===== src/wdt_params.svh =====
// Purpose: Constants for the two-stage watchdog timer
// Assumes: 8-bit word-aligned register addresses, 32-bit data
// Notes: Definitions only
`ifndef WDT_PARAMS_SVH
`define WDT_PARAMS_SVH

`define WDT_ADDR_W     8
`define WDT_DATA_W     32
`define WDT_CTRL_W     4

`define WDT_OFS_LOAD   8'h00
`define WDT_OFS_VALUE  8'h04
`define WDT_OFS_CTRL   8'h08
`define WDT_OFS_ICR    8'h0c
`define WDT_OFS_RIS    8'h10
`define WDT_OFS_MIS    8'h14
`define WDT_OFS_LOCK   8'h18

`define WDT_LOAD_RST   32'hffffffff
`define WDT_ZERO       32'h00000000
// Key value is arbitrary
`define WDT_UNLOCK_KEY 32'h5a5ac0de

`endif


===== src/wdt_pkg.sv =====
// Purpose: Types shared by the watchdog files
// Assumes: wdt_params.svh for widths
// Notes: Control layout is the low bits of the control word
`include "wdt_params.svh"

package wdt_pkg;

	typedef struct packed {
		logic                     wr;
		logic                     rd;
		logic [`WDT_ADDR_W-1:0]   addr;
		logic [`WDT_DATA_W-1:0]   wdata;
	} wdt_bus_req_t;

	typedef struct packed {
		logic stallEn;
		logic resetEn;
		logic intEn;
		logic enable;
	} wdt_ctrl_t;

	typedef enum logic [1:0] {
		WDT_IDLE = 2'b00,
		WDT_RUN  = 2'b01,
		WDT_RST  = 2'b10
	} wdt_stage_t;

endpackage


===== src/wdt_counter.sv =====
// Purpose: 32-bit down counter with synchronous load
// Assumes: Load has priority over decrement
// Notes: Stops at zero; the owner reloads it
`timescale 1ns/1ps
`include "wdt_params.svh"

module wdt_counter (
	// Clock and reset
	input  wire logic                   core_clk,
	input  wire logic                   rst,
	// Control
	input  wire logic                   load,
	input  wire logic [`WDT_DATA_W-1:0] loadVal,
	input  wire logic                   dec,
	// State
	output logic      [`WDT_DATA_W-1:0] count,
	output logic                        isZero
);

	logic [`WDT_DATA_W-1:0] count_q;
	logic [`WDT_DATA_W-1:0] count_d;

	always_comb begin
		count_d = count_q;
		if (load) begin
			count_d = loadVal;
		end else if (dec && (count_q != `WDT_ZERO)) begin
			count_d = count_q - 32'h00000001;
		end
	end

	always_ff @(posedge core_clk) begin
		if (rst) begin
			count_q <= `WDT_LOAD_RST;
		end else begin
			count_q <= count_d;
		end
	end

	assign count  = count_q;
	assign isZero = (count_q == `WDT_ZERO);

endmodule


===== src/wdt_top.sv =====
// Purpose: Two-stage watchdog timer with register port
// Assumes: Single clock; debugHalt comes from core logic on core_clk
// Notes: System reset output is sticky until rst
//
// How it works
// - 32-bit down counter with programmable load
// - Lock blocks configuration register writes
// - First zero raises timeout interrupt status
// - Starting counter also enables interrupt
// - After first timeout, reload and continue
// - Second zero, pending, reset enabled: reset
// - Cleared before second zero: reload, no reset
// - Load write while running reloads counter
// - Locked: start, int enable, load ignored
// - Lock state readable, one means locked
// - Interrupt clear access drops the source
// - Raw and masked status both readable
// - Status reads one if active, else zero
// - Load register value reads back
// - Reset enable gates second-timeout reset
// - Load value zero raises interrupt at once
// - Debug stall holds counter when halted
// - Unlock restores configuration write access
`timescale 1ns/1ps
`include "wdt_params.svh"

module wdt_top (
	// Clock and reset
	input  wire logic                   core_clk,
	input  wire logic                   rst,
	// Register port
	input  wire wdt_pkg::wdt_bus_req_t  busReq,
	output logic      [`WDT_DATA_W-1:0] rdData_q,
	// Debug state of the processor
	input  wire logic                   debugHalt,
	// To interrupt controller and system reset
	output logic                        irq_q,
	output logic                        sysReset_q
);

	function automatic logic hit(
		input logic [`WDT_ADDR_W-1:0] a,
		input logic [`WDT_ADDR_W-1:0] ofs
	);
		hit = (a == ofs);
	endfunction

	// Register state
	logic [`WDT_DATA_W-1:0] reload_q;
	logic [`WDT_DATA_W-1:0] reload_d;
	wdt_pkg::wdt_ctrl_t     ctrl_q;
	wdt_pkg::wdt_ctrl_t     ctrl_d;
	wdt_pkg::wdt_ctrl_t     ctrlWr;
	logic                   locked_q;
	logic                   locked_d;
	logic                   ris_q;
	logic                   ris_d;
	wdt_pkg::wdt_stage_t    stage_q;
	wdt_pkg::wdt_stage_t    stage_d;
	logic [`WDT_DATA_W-1:0] rdData_d;
	logic                   irq_d;
	logic                   sysReset_d;

	// Counter control
	logic                   cntLoad;
	logic [`WDT_DATA_W-1:0] cntLoadVal;
	logic                   tick;
	logic                   timeout;
	logic [`WDT_DATA_W-1:0] cntValue;
	logic                   cntZero;

	// Decoded accesses
	logic                   wrLoad;
	logic                   wrCtrl;
	logic                   wrIcr;
	logic                   wrLock;
	logic                   rawSet;
	logic                   rawClr;

	wdt_counter u_counter (
		.core_clk (core_clk),
		.rst      (rst),
		.load     (cntLoad),
		.loadVal  (cntLoadVal),
		.dec      (tick),
		.count    (cntValue),
		.isZero   (cntZero)
	);

	always_comb begin
		reload_d   = reload_q;
		ctrl_d     = ctrl_q;
		locked_d   = locked_q;
		stage_d    = stage_q;
		cntLoad    = 1'b0;
		cntLoadVal = reload_q;
		rawSet     = 1'b0;
		rawClr     = 1'b0;
		rdData_d   = `WDT_ZERO;
		ctrlWr     = busReq.wdata[`WDT_CTRL_W-1:0];

		// Config writes only land while unlocked
		wrLoad = busReq.wr && !locked_q && hit(busReq.addr, `WDT_OFS_LOAD);
		wrCtrl = busReq.wr && !locked_q && hit(busReq.addr, `WDT_OFS_CTRL);
		wrIcr  = busReq.wr && hit(busReq.addr, `WDT_OFS_ICR);
		wrLock = busReq.wr && hit(busReq.addr, `WDT_OFS_LOCK);

		// Once reset fires nothing counts until rst
		tick    = ctrl_q.enable && (stage_q != wdt_pkg::WDT_RST)
			&& !(ctrl_q.stallEn && debugHalt);
		timeout = tick && cntZero;

		// Key unlocks, any other value locks
		if (wrLock) begin
			locked_d = (busReq.wdata != `WDT_UNLOCK_KEY);
		end

		if (wrCtrl) begin
			// Enable and interrupt enable are set-only, as a hung task could otherwise stop the dog
			ctrl_d.enable  = ctrl_q.enable | ctrlWr.enable;
			ctrl_d.intEn   = ctrl_q.intEn | ctrlWr.intEn | ctrlWr.enable;
			ctrl_d.resetEn = ctrlWr.resetEn;
			ctrl_d.stallEn = ctrlWr.stallEn;
			if (!ctrl_q.enable && ctrlWr.enable) begin
				cntLoad = 1'b1;
			end
		end

		if (timeout) begin
			rawSet = 1'b1;
			if (ris_q && ctrl_q.resetEn) begin
				stage_d = wdt_pkg::WDT_RST;
			end else begin
				cntLoad = 1'b1;
			end
		end

		if (wrLoad) begin
			reload_d = busReq.wdata;
			if (ctrl_q.enable) begin
				cntLoad    = 1'b1;
				cntLoadVal = busReq.wdata;
			end
			if (busReq.wdata == `WDT_ZERO) begin
				rawSet = 1'b1;
			end
		end else if (cntLoad) begin
			cntLoadVal = reload_q;
		end

		if (wrIcr) begin
			rawClr = 1'b1;
		end

		// A timeout in the clearing cycle is kept
		ris_d = rawSet || (ris_q && !rawClr);

		if ((stage_q == wdt_pkg::WDT_IDLE) && ctrl_d.enable) begin
			stage_d = wdt_pkg::WDT_RUN;
		end

		irq_d      = ris_d && ctrl_d.intEn;
		sysReset_d = (stage_d == wdt_pkg::WDT_RST);

		if (busReq.rd) begin
			case (busReq.addr)
				`WDT_OFS_LOAD: begin
					rdData_d = reload_q;
				end
				`WDT_OFS_VALUE: begin
					rdData_d = cntValue;
				end
				`WDT_OFS_CTRL: begin
					rdData_d = {28'h0000000, ctrl_q};
				end
				`WDT_OFS_RIS: begin
					rdData_d = {31'h00000000, ris_q};
				end
				`WDT_OFS_MIS: begin
					rdData_d = {31'h00000000, ris_q && ctrl_q.intEn};
				end
				`WDT_OFS_LOCK: begin
					rdData_d = {31'h00000000, locked_q};
				end
				default: begin
					rdData_d = `WDT_ZERO;
				end
			endcase
		end
	end

	always_ff @(posedge core_clk) begin
		if (rst) begin
			reload_q   <= `WDT_LOAD_RST;
			ctrl_q     <= '0;
			locked_q   <= 1'b0;
			ris_q      <= 1'b0;
			stage_q    <= wdt_pkg::WDT_IDLE;
			rdData_q   <= `WDT_ZERO;
			irq_q      <= 1'b0;
			sysReset_q <= 1'b0;
		end else begin
			reload_q   <= reload_d;
			ctrl_q     <= ctrl_d;
			locked_q   <= locked_d;
			ris_q      <= ris_d;
			stage_q    <= stage_d;
			rdData_q   <= rdData_d;
			irq_q      <= irq_d;
			sysReset_q <= sysReset_d;
		end
	end

	property p_load_rb;
		@(posedge core_clk) disable iff (rst)
		wrLoad |=> (reload_q == $past(busReq.wdata));
	endproperty
	a_load_rb: assert property (p_load_rb) else $error("Load value not stored");

	property p_lock_load;
		@(posedge core_clk) disable iff (rst)
		(busReq.wr && locked_q && hit(busReq.addr, `WDT_OFS_LOAD)) |=> $stable(reload_q);
	endproperty
	a_lock_load: assert property (p_lock_load) else $error("Locked load write took effect");

	property p_lock_ctrl;
		@(posedge core_clk) disable iff (rst)
		(busReq.wr && locked_q && hit(busReq.addr, `WDT_OFS_CTRL)) |=> $stable(ctrl_q);
	endproperty
	a_lock_ctrl: assert property (p_lock_ctrl) else $error("Locked control write took effect");

	property p_start_int;
		@(posedge core_clk) disable iff (rst)
		(wrCtrl && ctrlWr.enable) |=> (ctrl_q.enable && ctrl_q.intEn);
	endproperty
	a_start_int: assert property (p_start_int) else $error("Start left interrupt disabled");

	property p_first;
		@(posedge core_clk) disable iff (rst)
		(timeout && !ris_q) |=> ris_q ##0 (irq_q == ctrl_q.intEn);
	endproperty
	a_first: assert property (p_first) else $error("First timeout not flagged");

	property p_reload;
		@(posedge core_clk) disable iff (rst)
		(timeout && !(ris_q && ctrl_q.resetEn) && !wrLoad) |=> (cntValue == $past(reload_q));
	endproperty
	a_reload: assert property (p_reload) else $error("Counter not reloaded after timeout");

	property p_second;
		@(posedge core_clk) disable iff (rst)
		(timeout && ris_q && ctrl_q.resetEn) |=> sysReset_q [*3];
	endproperty
	a_second: assert property (p_second) else $error("Second timeout did not reset");

	property p_no_reset;
		@(posedge core_clk) disable iff (rst)
		(!ctrl_q.resetEn && !sysReset_q) |=> !sysReset_q;
	endproperty
	a_no_reset: assert property (p_no_reset) else $error("Reset while reset disabled");

	property p_live_load;
		@(posedge core_clk) disable iff (rst)
		(wrLoad && ctrl_q.enable) |=> (cntValue == $past(busReq.wdata));
	endproperty
	a_live_load: assert property (p_live_load) else $error("Running counter not loaded");

	property p_clear;
		@(posedge core_clk) disable iff (rst)
		(wrIcr && !timeout && !(wrLoad && busReq.wdata == `WDT_ZERO)) |=> (!ris_q && !irq_q);
	endproperty
	a_clear: assert property (p_clear) else $error("Interrupt clear ignored");

	property p_sticky;
		@(posedge core_clk) disable iff (rst)
		(ris_q && !wrIcr) |=> ris_q;
	endproperty
	a_sticky: assert property (p_sticky) else $error("Raw status dropped without clear");

	property p_zero_load;
		@(posedge core_clk) disable iff (rst)
		(wrLoad && busReq.wdata == `WDT_ZERO) |=> ris_q;
	endproperty
	a_zero_load: assert property (p_zero_load) else $error("Zero load raised no interrupt");

	property p_stall;
		@(posedge core_clk) disable iff (rst)
		(ctrl_q.stallEn && debugHalt && !cntLoad) |=> $stable(cntValue);
	endproperty
	a_stall: assert property (p_stall) else $error("Counter moved during debug halt");

	property p_lock_rd;
		@(posedge core_clk) disable iff (rst)
		(busReq.rd && hit(busReq.addr, `WDT_OFS_LOCK)) |=> (rdData_q[0] == $past(locked_q));
	endproperty
	a_lock_rd: assert property (p_lock_rd) else $error("Lock state read wrong");

	property p_mis_rd;
		@(posedge core_clk) disable iff (rst)
		(busReq.rd && hit(busReq.addr, `WDT_OFS_MIS))
			|=> (rdData_q == {31'h00000000, $past(ris_q && ctrl_q.intEn)});
	endproperty
	a_mis_rd: assert property (p_mis_rd) else $error("Masked status read wrong");

	property p_unlock;
		@(posedge core_clk) disable iff (rst)
		(wrLock && busReq.wdata == `WDT_UNLOCK_KEY) |=> !locked_q;
	endproperty
	a_unlock: assert property (p_unlock) else $error("Unlock key did not unlock");

	property p_raw_rd;
		@(posedge core_clk) disable iff (rst)
		(busReq.rd && hit(busReq.addr, `WDT_OFS_RIS)) |=> (rdData_q == {31'h00000000, $past(ris_q)});
	endproperty
	a_raw_rd: assert property (p_raw_rd) else $error("Raw status read wrong");

	property p_rst_hold;
		@(posedge core_clk) disable iff (rst)
		sysReset_q |=> sysReset_q;
	endproperty
	a_rst_hold: assert property (p_rst_hold) else $error("System reset dropped before rst");

	property p_cleared_run;
		@(posedge core_clk) disable iff (rst)
		(timeout && !ris_q && !sysReset_q) |=> !sysReset_q;
	endproperty
	a_cleared_run: assert property (p_cleared_run) else $error("Reset after a cleared timeout");

	property p_count;
		@(posedge core_clk) disable iff (rst)
		(ctrl_q.enable && !(ctrl_q.stallEn && debugHalt) && (stage_q != wdt_pkg::WDT_RST)
			&& !cntZero && !cntLoad) |=> (cntValue == $past(cntValue) - 32'h00000001);
	endproperty
	a_count: assert property (p_count) else $error("Counter did not step down");

	property p_lock_set;
		@(posedge core_clk) disable iff (rst)
		(wrLock && busReq.wdata != `WDT_UNLOCK_KEY) |=> locked_q;
	endproperty
	a_lock_set: assert property (p_lock_set) else $error("Lock write did not lock");

	property p_icr_locked;
		@(posedge core_clk) disable iff (rst)
		(busReq.wr && locked_q && hit(busReq.addr, `WDT_OFS_ICR) && !timeout) |=> !ris_q;
	endproperty
	a_icr_locked: assert property (p_icr_locked) else $error("Clear ignored while locked");

endmodule


===== config.mk =====
export PLATFORM = sky130hd
export DESIGN_NAME = wdt_top
export DESIGN_NICKNAME = d
export VERILOG_FILES = /design/src/wdt_pkg.sv /design/src/wdt_counter.sv /design/src/wdt_top.sv
export VERILOG_INCLUDE_DIRS = /design/src /design/src/src
export SDC_FILE = /design/constraint.sdc
export NUM_CORES = 1
export LEC_CHECK = 0
export BUFFER_PORTS_ARGS = -buffer_cell sky130_fd_sc_hd__buf_2
export CAP_MARGIN = 10
export CORE_MARGIN = 4
export CORE_UTILIZATION = 43
export CTS_BUF_LIST = sky130_fd_sc_hd__clkbuf_16
export DETAILED_ROUTE_END_ITERATION = 12
export PLACE_DENSITY = 0.73
export SLEW_MARGIN = 20
export SYNTH_ARGS = -nofsm -noshare
export SYNTH_HDL_FRONTEND = slang
export SYNTH_HIERARCHICAL = 1
export SYNTH_SLANG_ARGS = --single-unit

===== constraint.sdc =====
create_clock -name core_clk -period 6.1 [get_ports core_clk]
set_clock_uncertainty 0.05 [all_clocks]
set_input_delay 1.22 -clock core_clk [delete_from_list [all_inputs] [get_ports core_clk]]
set_output_delay 1.22 -clock core_clk [all_outputs]
set_load 0.02 [all_outputs]

* Yosys cells after proc, flatten, opt, wreduce, memory -nomap -nowiden
Cells that the tools add are included.
** Word-level totals
- Flip-flop bits (word level) :: 106
- Latch bits :: 0
- Bits in writable memories :: 0
- Bits in read-only memories :: 0
- Bits of input ports :: 45
- Output and inout bits :: 34
- Word-level logic and storage cells :: 73
- Memories :: 0
** Operators by class
- Add/subtract/negate cells :: 1
- $mul :: 0
- Divide/modulo/power cells :: 0
- Magnitude comparators :: 0
- Equality and inequality tests :: 9
- Shift operators :: 0
- Muxes and demuxes :: 19
- Bitwise gates (word level) :: 4
- Reductions and logical operators :: 28
** Operators by type and width (number)
- one-hot mux 32 bit (6 select lines) :: 1
- two-way mux 32 bit :: 4
- zero test 32 bit :: 2
- != test 32 x 31 -> 1 bit (second input constant) :: 1
- nonzero test 32 bit :: 1
- subtractor 32 x 1 -> 32 bit (second input constant) :: 1
- equality test 8 x 5 -> 1 bit (second input constant) :: 3
- equality test 8 x 4 -> 1 bit (second input constant) :: 2
- logical AND 1 bit :: 16
- two-way mux 1 bit :: 10
- equality test 8 x 3 -> 1 bit (second input constant) :: 1
- zero test 8 bit :: 1
- two-way mux 2 bit :: 4
- zero test 1 bit :: 4
- OR 1 bit :: 3
- equality test 2 bit (second input constant) :: 1
- zero test 2 bit :: 1
- != test 2 bit (second input constant) :: 1
- nonzero test 2 bit :: 1
- OR reduction 2 bit :: 1
- logical OR 1 bit :: 1
- inverter 1 bit :: 1

* Longest topological paths before layout
- Depth in word-level cells :: 9
- Mapped depth :: 15
- Depth with buffers taken out :: 12

* Cells and area by module
The synthesis kept the hierarchy.
** Modules (own cells, without submodules)
- wdt_top :: times used 1, cells each 367, area each 3261.9 um^2, sequential area each 1481.4 um^2
- wdt_counter :: times used 1, cells each 277, area each 2424.8 um^2, sequential area each 640.6 um^2

* Worst setup path before layout
OpenSTA, ideal clock, no wires.
- Path kind :: input to register
- From :: input port busReq[36] (netlist name)
- To :: register u_counter.count_q[25] (netlist: u_counter/count[25])
- Setup time :: 91 ps
- Arrival :: 3788 ps
- Slack :: 2171 ps
- Stages on the path :: 9
- Buffers on the path :: 4
- Path through :: clkbuf_1 -> nor4b_1 -> nand4_1 -> clkbuf_1 -> o311ai_0 -> buf_6 -> dlygate4sd3_1 -> nor3b_1 -> a311oi_1
** On the way
- Longest elaborated chain between the ends :: 8
** Ends and longest elaborated chain
- from (decl) :: line wdt_top.sv:32 : input wire wdt_pkg::wdt_bus_req_t busReq,
- equality test 8 x 4 -> 1 bit :: line wdt_top.sv:45 : hit = (a == ofs);
- logical AND 1 bit :: line wdt_top.sv:104 : wrCtrl = busReq.wr && !locked_q && hit(busReq.addr, `WDT_OFS_CTRL);
- two-way mux 1 bit :: line wdt_top.sv:118 : if (wrCtrl) begin
- two-way mux 1 bit :: line wdt_top.sv:131 : if (ris_q && ctrl_q.resetEn) begin
- two-way mux 1 bit :: line wdt_top.sv:129 : if (timeout) begin
- two-way mux 1 bit :: line wdt_top.sv:140 : if (ctrl_q.enable) begin
- two-way mux 1 bit (*) :: line wdt_top.sv:138 : if (wrLoad) begin
- net cntLoad :: line wdt_top.sv:65 : logic cntLoad;
- two-way mux 32 bit / nonzero test 2 bit (equally long branches)
- to (signal assigned) :: line wdt_counter.sv:34 : count_q <= `WDT_LOAD_RST;
- to (signal assigned) :: line wdt_counter.sv:36 : count_q <= count_d;
- to (decl) :: line wdt_counter.sv:20 : logic [`WDT_DATA_W-1:0] count_q;
The timed path passes the listed nets; every way through them passes the cells marked *.
A chain may end at the register's enable or synchronous reset.

* Worst setup path in the final report
- From :: register u_counter.count_q[0] (netlist: u_counter/count[0])
- To :: register u_counter.count_q[13] (netlist: u_counter/count[13])
** On the way
- Longest elaborated chain between the ends :: 6
** Ends and longest elaborated chain
- zero test 32 bit (no line) (*)
- net cntZero :: line wdt_top.sv:70 : logic cntZero;
- logical AND 1 bit (*) :: line wdt_top.sv:111 : timeout = tick && cntZero;
- two-way mux 1 bit (*) :: line wdt_top.sv:129
- two-way mux 1 bit :: line wdt_top.sv:140
- two-way mux 1 bit (*) :: line wdt_top.sv:138
- net cntLoad :: line wdt_top.sv:65
- two-way mux 32 bit / nonzero test 2 bit (equally long branches)
The timed path passes the listed nets; every way through them passes the cells marked *. The select of a mux whose other input is x is not followed.

==> impl_results.md <==
* Status: finished, final reports clean
* CP Class: reg2reg
* Hold_buf cts at 0
* Reg2reg setup slack at 2.38 ns
* Area delta synth->final at 13.09%
* Clk_lat worst skew at 0.35 ns
* Leak at 2.496 nW
* Fin util at 50.35%
* DR DRC count at 0
* Total congestion overflow at 0
* Peak VDD IR at 0.1187 mV
* Final Wtd Congestion at 0.8883
* Post-place setup slack at 1.843 ns
* Worst Tran Pin Value at 0.8927 ns
* DIE WIDTH at 123 µm
* Pwr dens at 220.7 mW/mm²
* Wire length of the first global-routing pass at 25,030 µm
* CTS tree: yes
* Fin crit period at 3.716 ns
* CTS clk-pin slew, worst paths at 0.07 ns
* Clock Path Buffers at 2
* Crit path max fanout at 92
* Row Count at 41
* RSZ-0062 raised after global routing: no
* Layout Cells excl Fill at 870
* Area leader, netlist: dfxtp_1
* WP data arrival at 3.93 ns
* Max Clk Rate at 269.1 MHz
* Num CTS Buffers at 9
* # port buffers at 78
* Maxcap violations at 0
* Asr flop ratio synth at 0%
* Area contributors post-synth: dfxtp_1 37%, nor3b_1 6.3%, mux2_2 6.1%
* Synth Instances at 644
* Slew headroom at 40.49%
* Post-synth top flop: dfxtp_1
* Cell Count Post-Placement at 854
* Final nets at 739
* Critical Path End Type: flip-flop
* Mapped Area at 0.005687 mm²
* Drt pass-1 iters at 5
* DP HPWL at 10,740 µm
* Routed WL per cell at 18.16 µm
* # Post-CTS Setup Buffers at 0
* DIE HEIGHT at 123 µm
* Number of global-route vias before repair at 4,972
* FF+latch count, synth at 106
* ANT nets after route at 0
* # IOs at 79
* Register area share after synthesis at 37.32%
* Final Worst Setup Slack at 2.384 ns
* Final-report max-slew violation count at 0
* Largest net degree at the start of global routing at 93
* Post-cts resize count at 0
* Post-synth top area share at 37.32%
* CP Cell Sequence: inv_1 > ha_1 > nor3b_2 > and4_1 > nand3_1 > inv_1 > and4_1 > nand2_1 > o311ai_2 > buf_4 > nor3b_1 > and4_1 > a211oi_1
* # diodes at 0
* Gr usage total at 20.74%
* WL final at 15,800 µm
* Hold Vio Cnt, Final at 0
* Critical path required time at 6.31 ns
* Die area at 0.01513 mm²
* H-tree depth at 3
* CP max stage delay at 0.69 ns
* Post-Syn Area per Cell at 8.830 µm²
* Most numerous cell on the critical path: and4_1
* EDFF count, synth at 0
* Setup crit start kind: flip-flop
* Unique masters post-synth at 70
* PnR Total Power at 1.420 mW
* Core area at 0.01277 mm²
* # setup viols final at 0
* Vias at 5,323
* Vias/cell at 6.118
* Fin crit share at 60.92%
* Worst min path class: reg2reg
* Slowest stage cell, crit path: buf_4
* Initial antenna violation count at 0
* CTS root buffer: clkbuf_16
* CTS Sinks at 106
* Initial Util at 44.52%
* Setup TNS at 0 ns
* Post-Synthesis Net Count at 690
* Initial DRC Count at 577
* Share of post-route cells with drive strength above 1 at 21.92%
* Syn. warnings at 6
## through the flow
stage	area [µm²]	hold slack, ns
6_report	6431	0.4279
5_1_grt	6431	0.4506
4_1_cts	6427	0.4282
3_5_place_dp	6092	0.4177
3_3_place_gp	6092	0.3988
2_1_floorplan	5687	0.3893
## cells by family (layout without fill, tap and decap cells)
kind of cell	after synthesis	in the layout	synth area share [%]
fa+ha+maj	1	1	0.2200
simple gates	335	335	33.95
xor+xnor	3	3	0.4621
buf+inv	57	111	5.281
flops	106	106	37.32
mux	63	63	11.77
compound gates	79	79	11.00
## placed cells by master, fill, tap and decap left out, types with 24 or more instances in the layout
cell type and n:
buf_2 77, nor3_1 24, nand3_1 42, nor3b_1 48
mux2i_1 32, nor2_1 39, nand2_1 79, nor4_1 29
mux2_2 31, dfxtp_1 106
## critical path: cells and delay by family (launching register included)
family                   cells  cell delay [ns]
AO/OA/AOI/OAI                2             0.29
adder cells (fa/ha/maj)      1             0.20
buffers and inverters        3             0.89
flip-flops                   1             0.38
AND/OR/NAND/NOR              7             1.79
## sequential cells by signal, indices dropped and copies added (netlist names)
register / flops
u_counter/count: 32
ris_q: 1
irq_q: 1
sysReset_q: 1
rdData_q: 32
reload_q: 32
stage_q: 2
locked_q: 1
ctrl_q: 4
## final timing paths
kind / from / endpoint / cells after the start
setup / recovery: u_counter/count[0]$_SDFFE_PP1P_ / u_counter/count[13]$_SDFFE_PP1P_ / 13
hold / removal: stage_q[1]$_SDFF_PP0_ / stage_q[1]$_SDFF_PP0_ / 2
setup reg to reg: u_counter/count[0]$_SDFFE_PP1P_ / u_counter/count[13]$_SDFFE_PP1P_ / 13
hold reg to reg: stage_q[1]$_SDFF_PP0_ / stage_q[1]$_SDFF_PP0_ / 2
## per-layer routing
metal	track usage, %	wire length [µm]	up-vias
li1	-	-	2532
met1	26.51	6775	2582
met2	34.85	7684	193
met3	4.117	1082	16
met4	7.474	259	0
met5	0	0	-
## cell type report
type                            count  area [µm²]
Tap cell                          172       215.2
Fill cell                        1197        6342
Sequential cell                   106        2122
Clock inverter                      7       110.1
Multi-Input combinational cell    481        3279
Timing Repair Buffer               84       437.9
Inverter                           11       41.29
Clock buffer                        9       225.2
## power breakdown
group	internal, mW	leakage [nW]	switching, mW
logic	0.0244	1.47	0.0478
clock network	0.398	0.168	0.257
registers	0.692	0.856	0.000594
total	1.11	2.50	0.305
## synthesized netlist by cell type (all sizes together), types with 3 or more instances
cell and count:
mux2 31, o21ai 6, or3 9, nand3 43
nor3 25, and2 4, nor3b 49, nor2 39
clkbuf 25, buf 18, a311oi 17, nand4 12
mux2i 32, o211ai 3, inv 10, a211oi 6
or4 7, dfxtp 106, nor4 33, nor4b 4
a31oi 7, and4 9, nand2b 4, and3 6
nand3b 5, a21oi 9, nand2 79, a2111oi 18
Note: power is estimated with default switching activity, not from simulation.
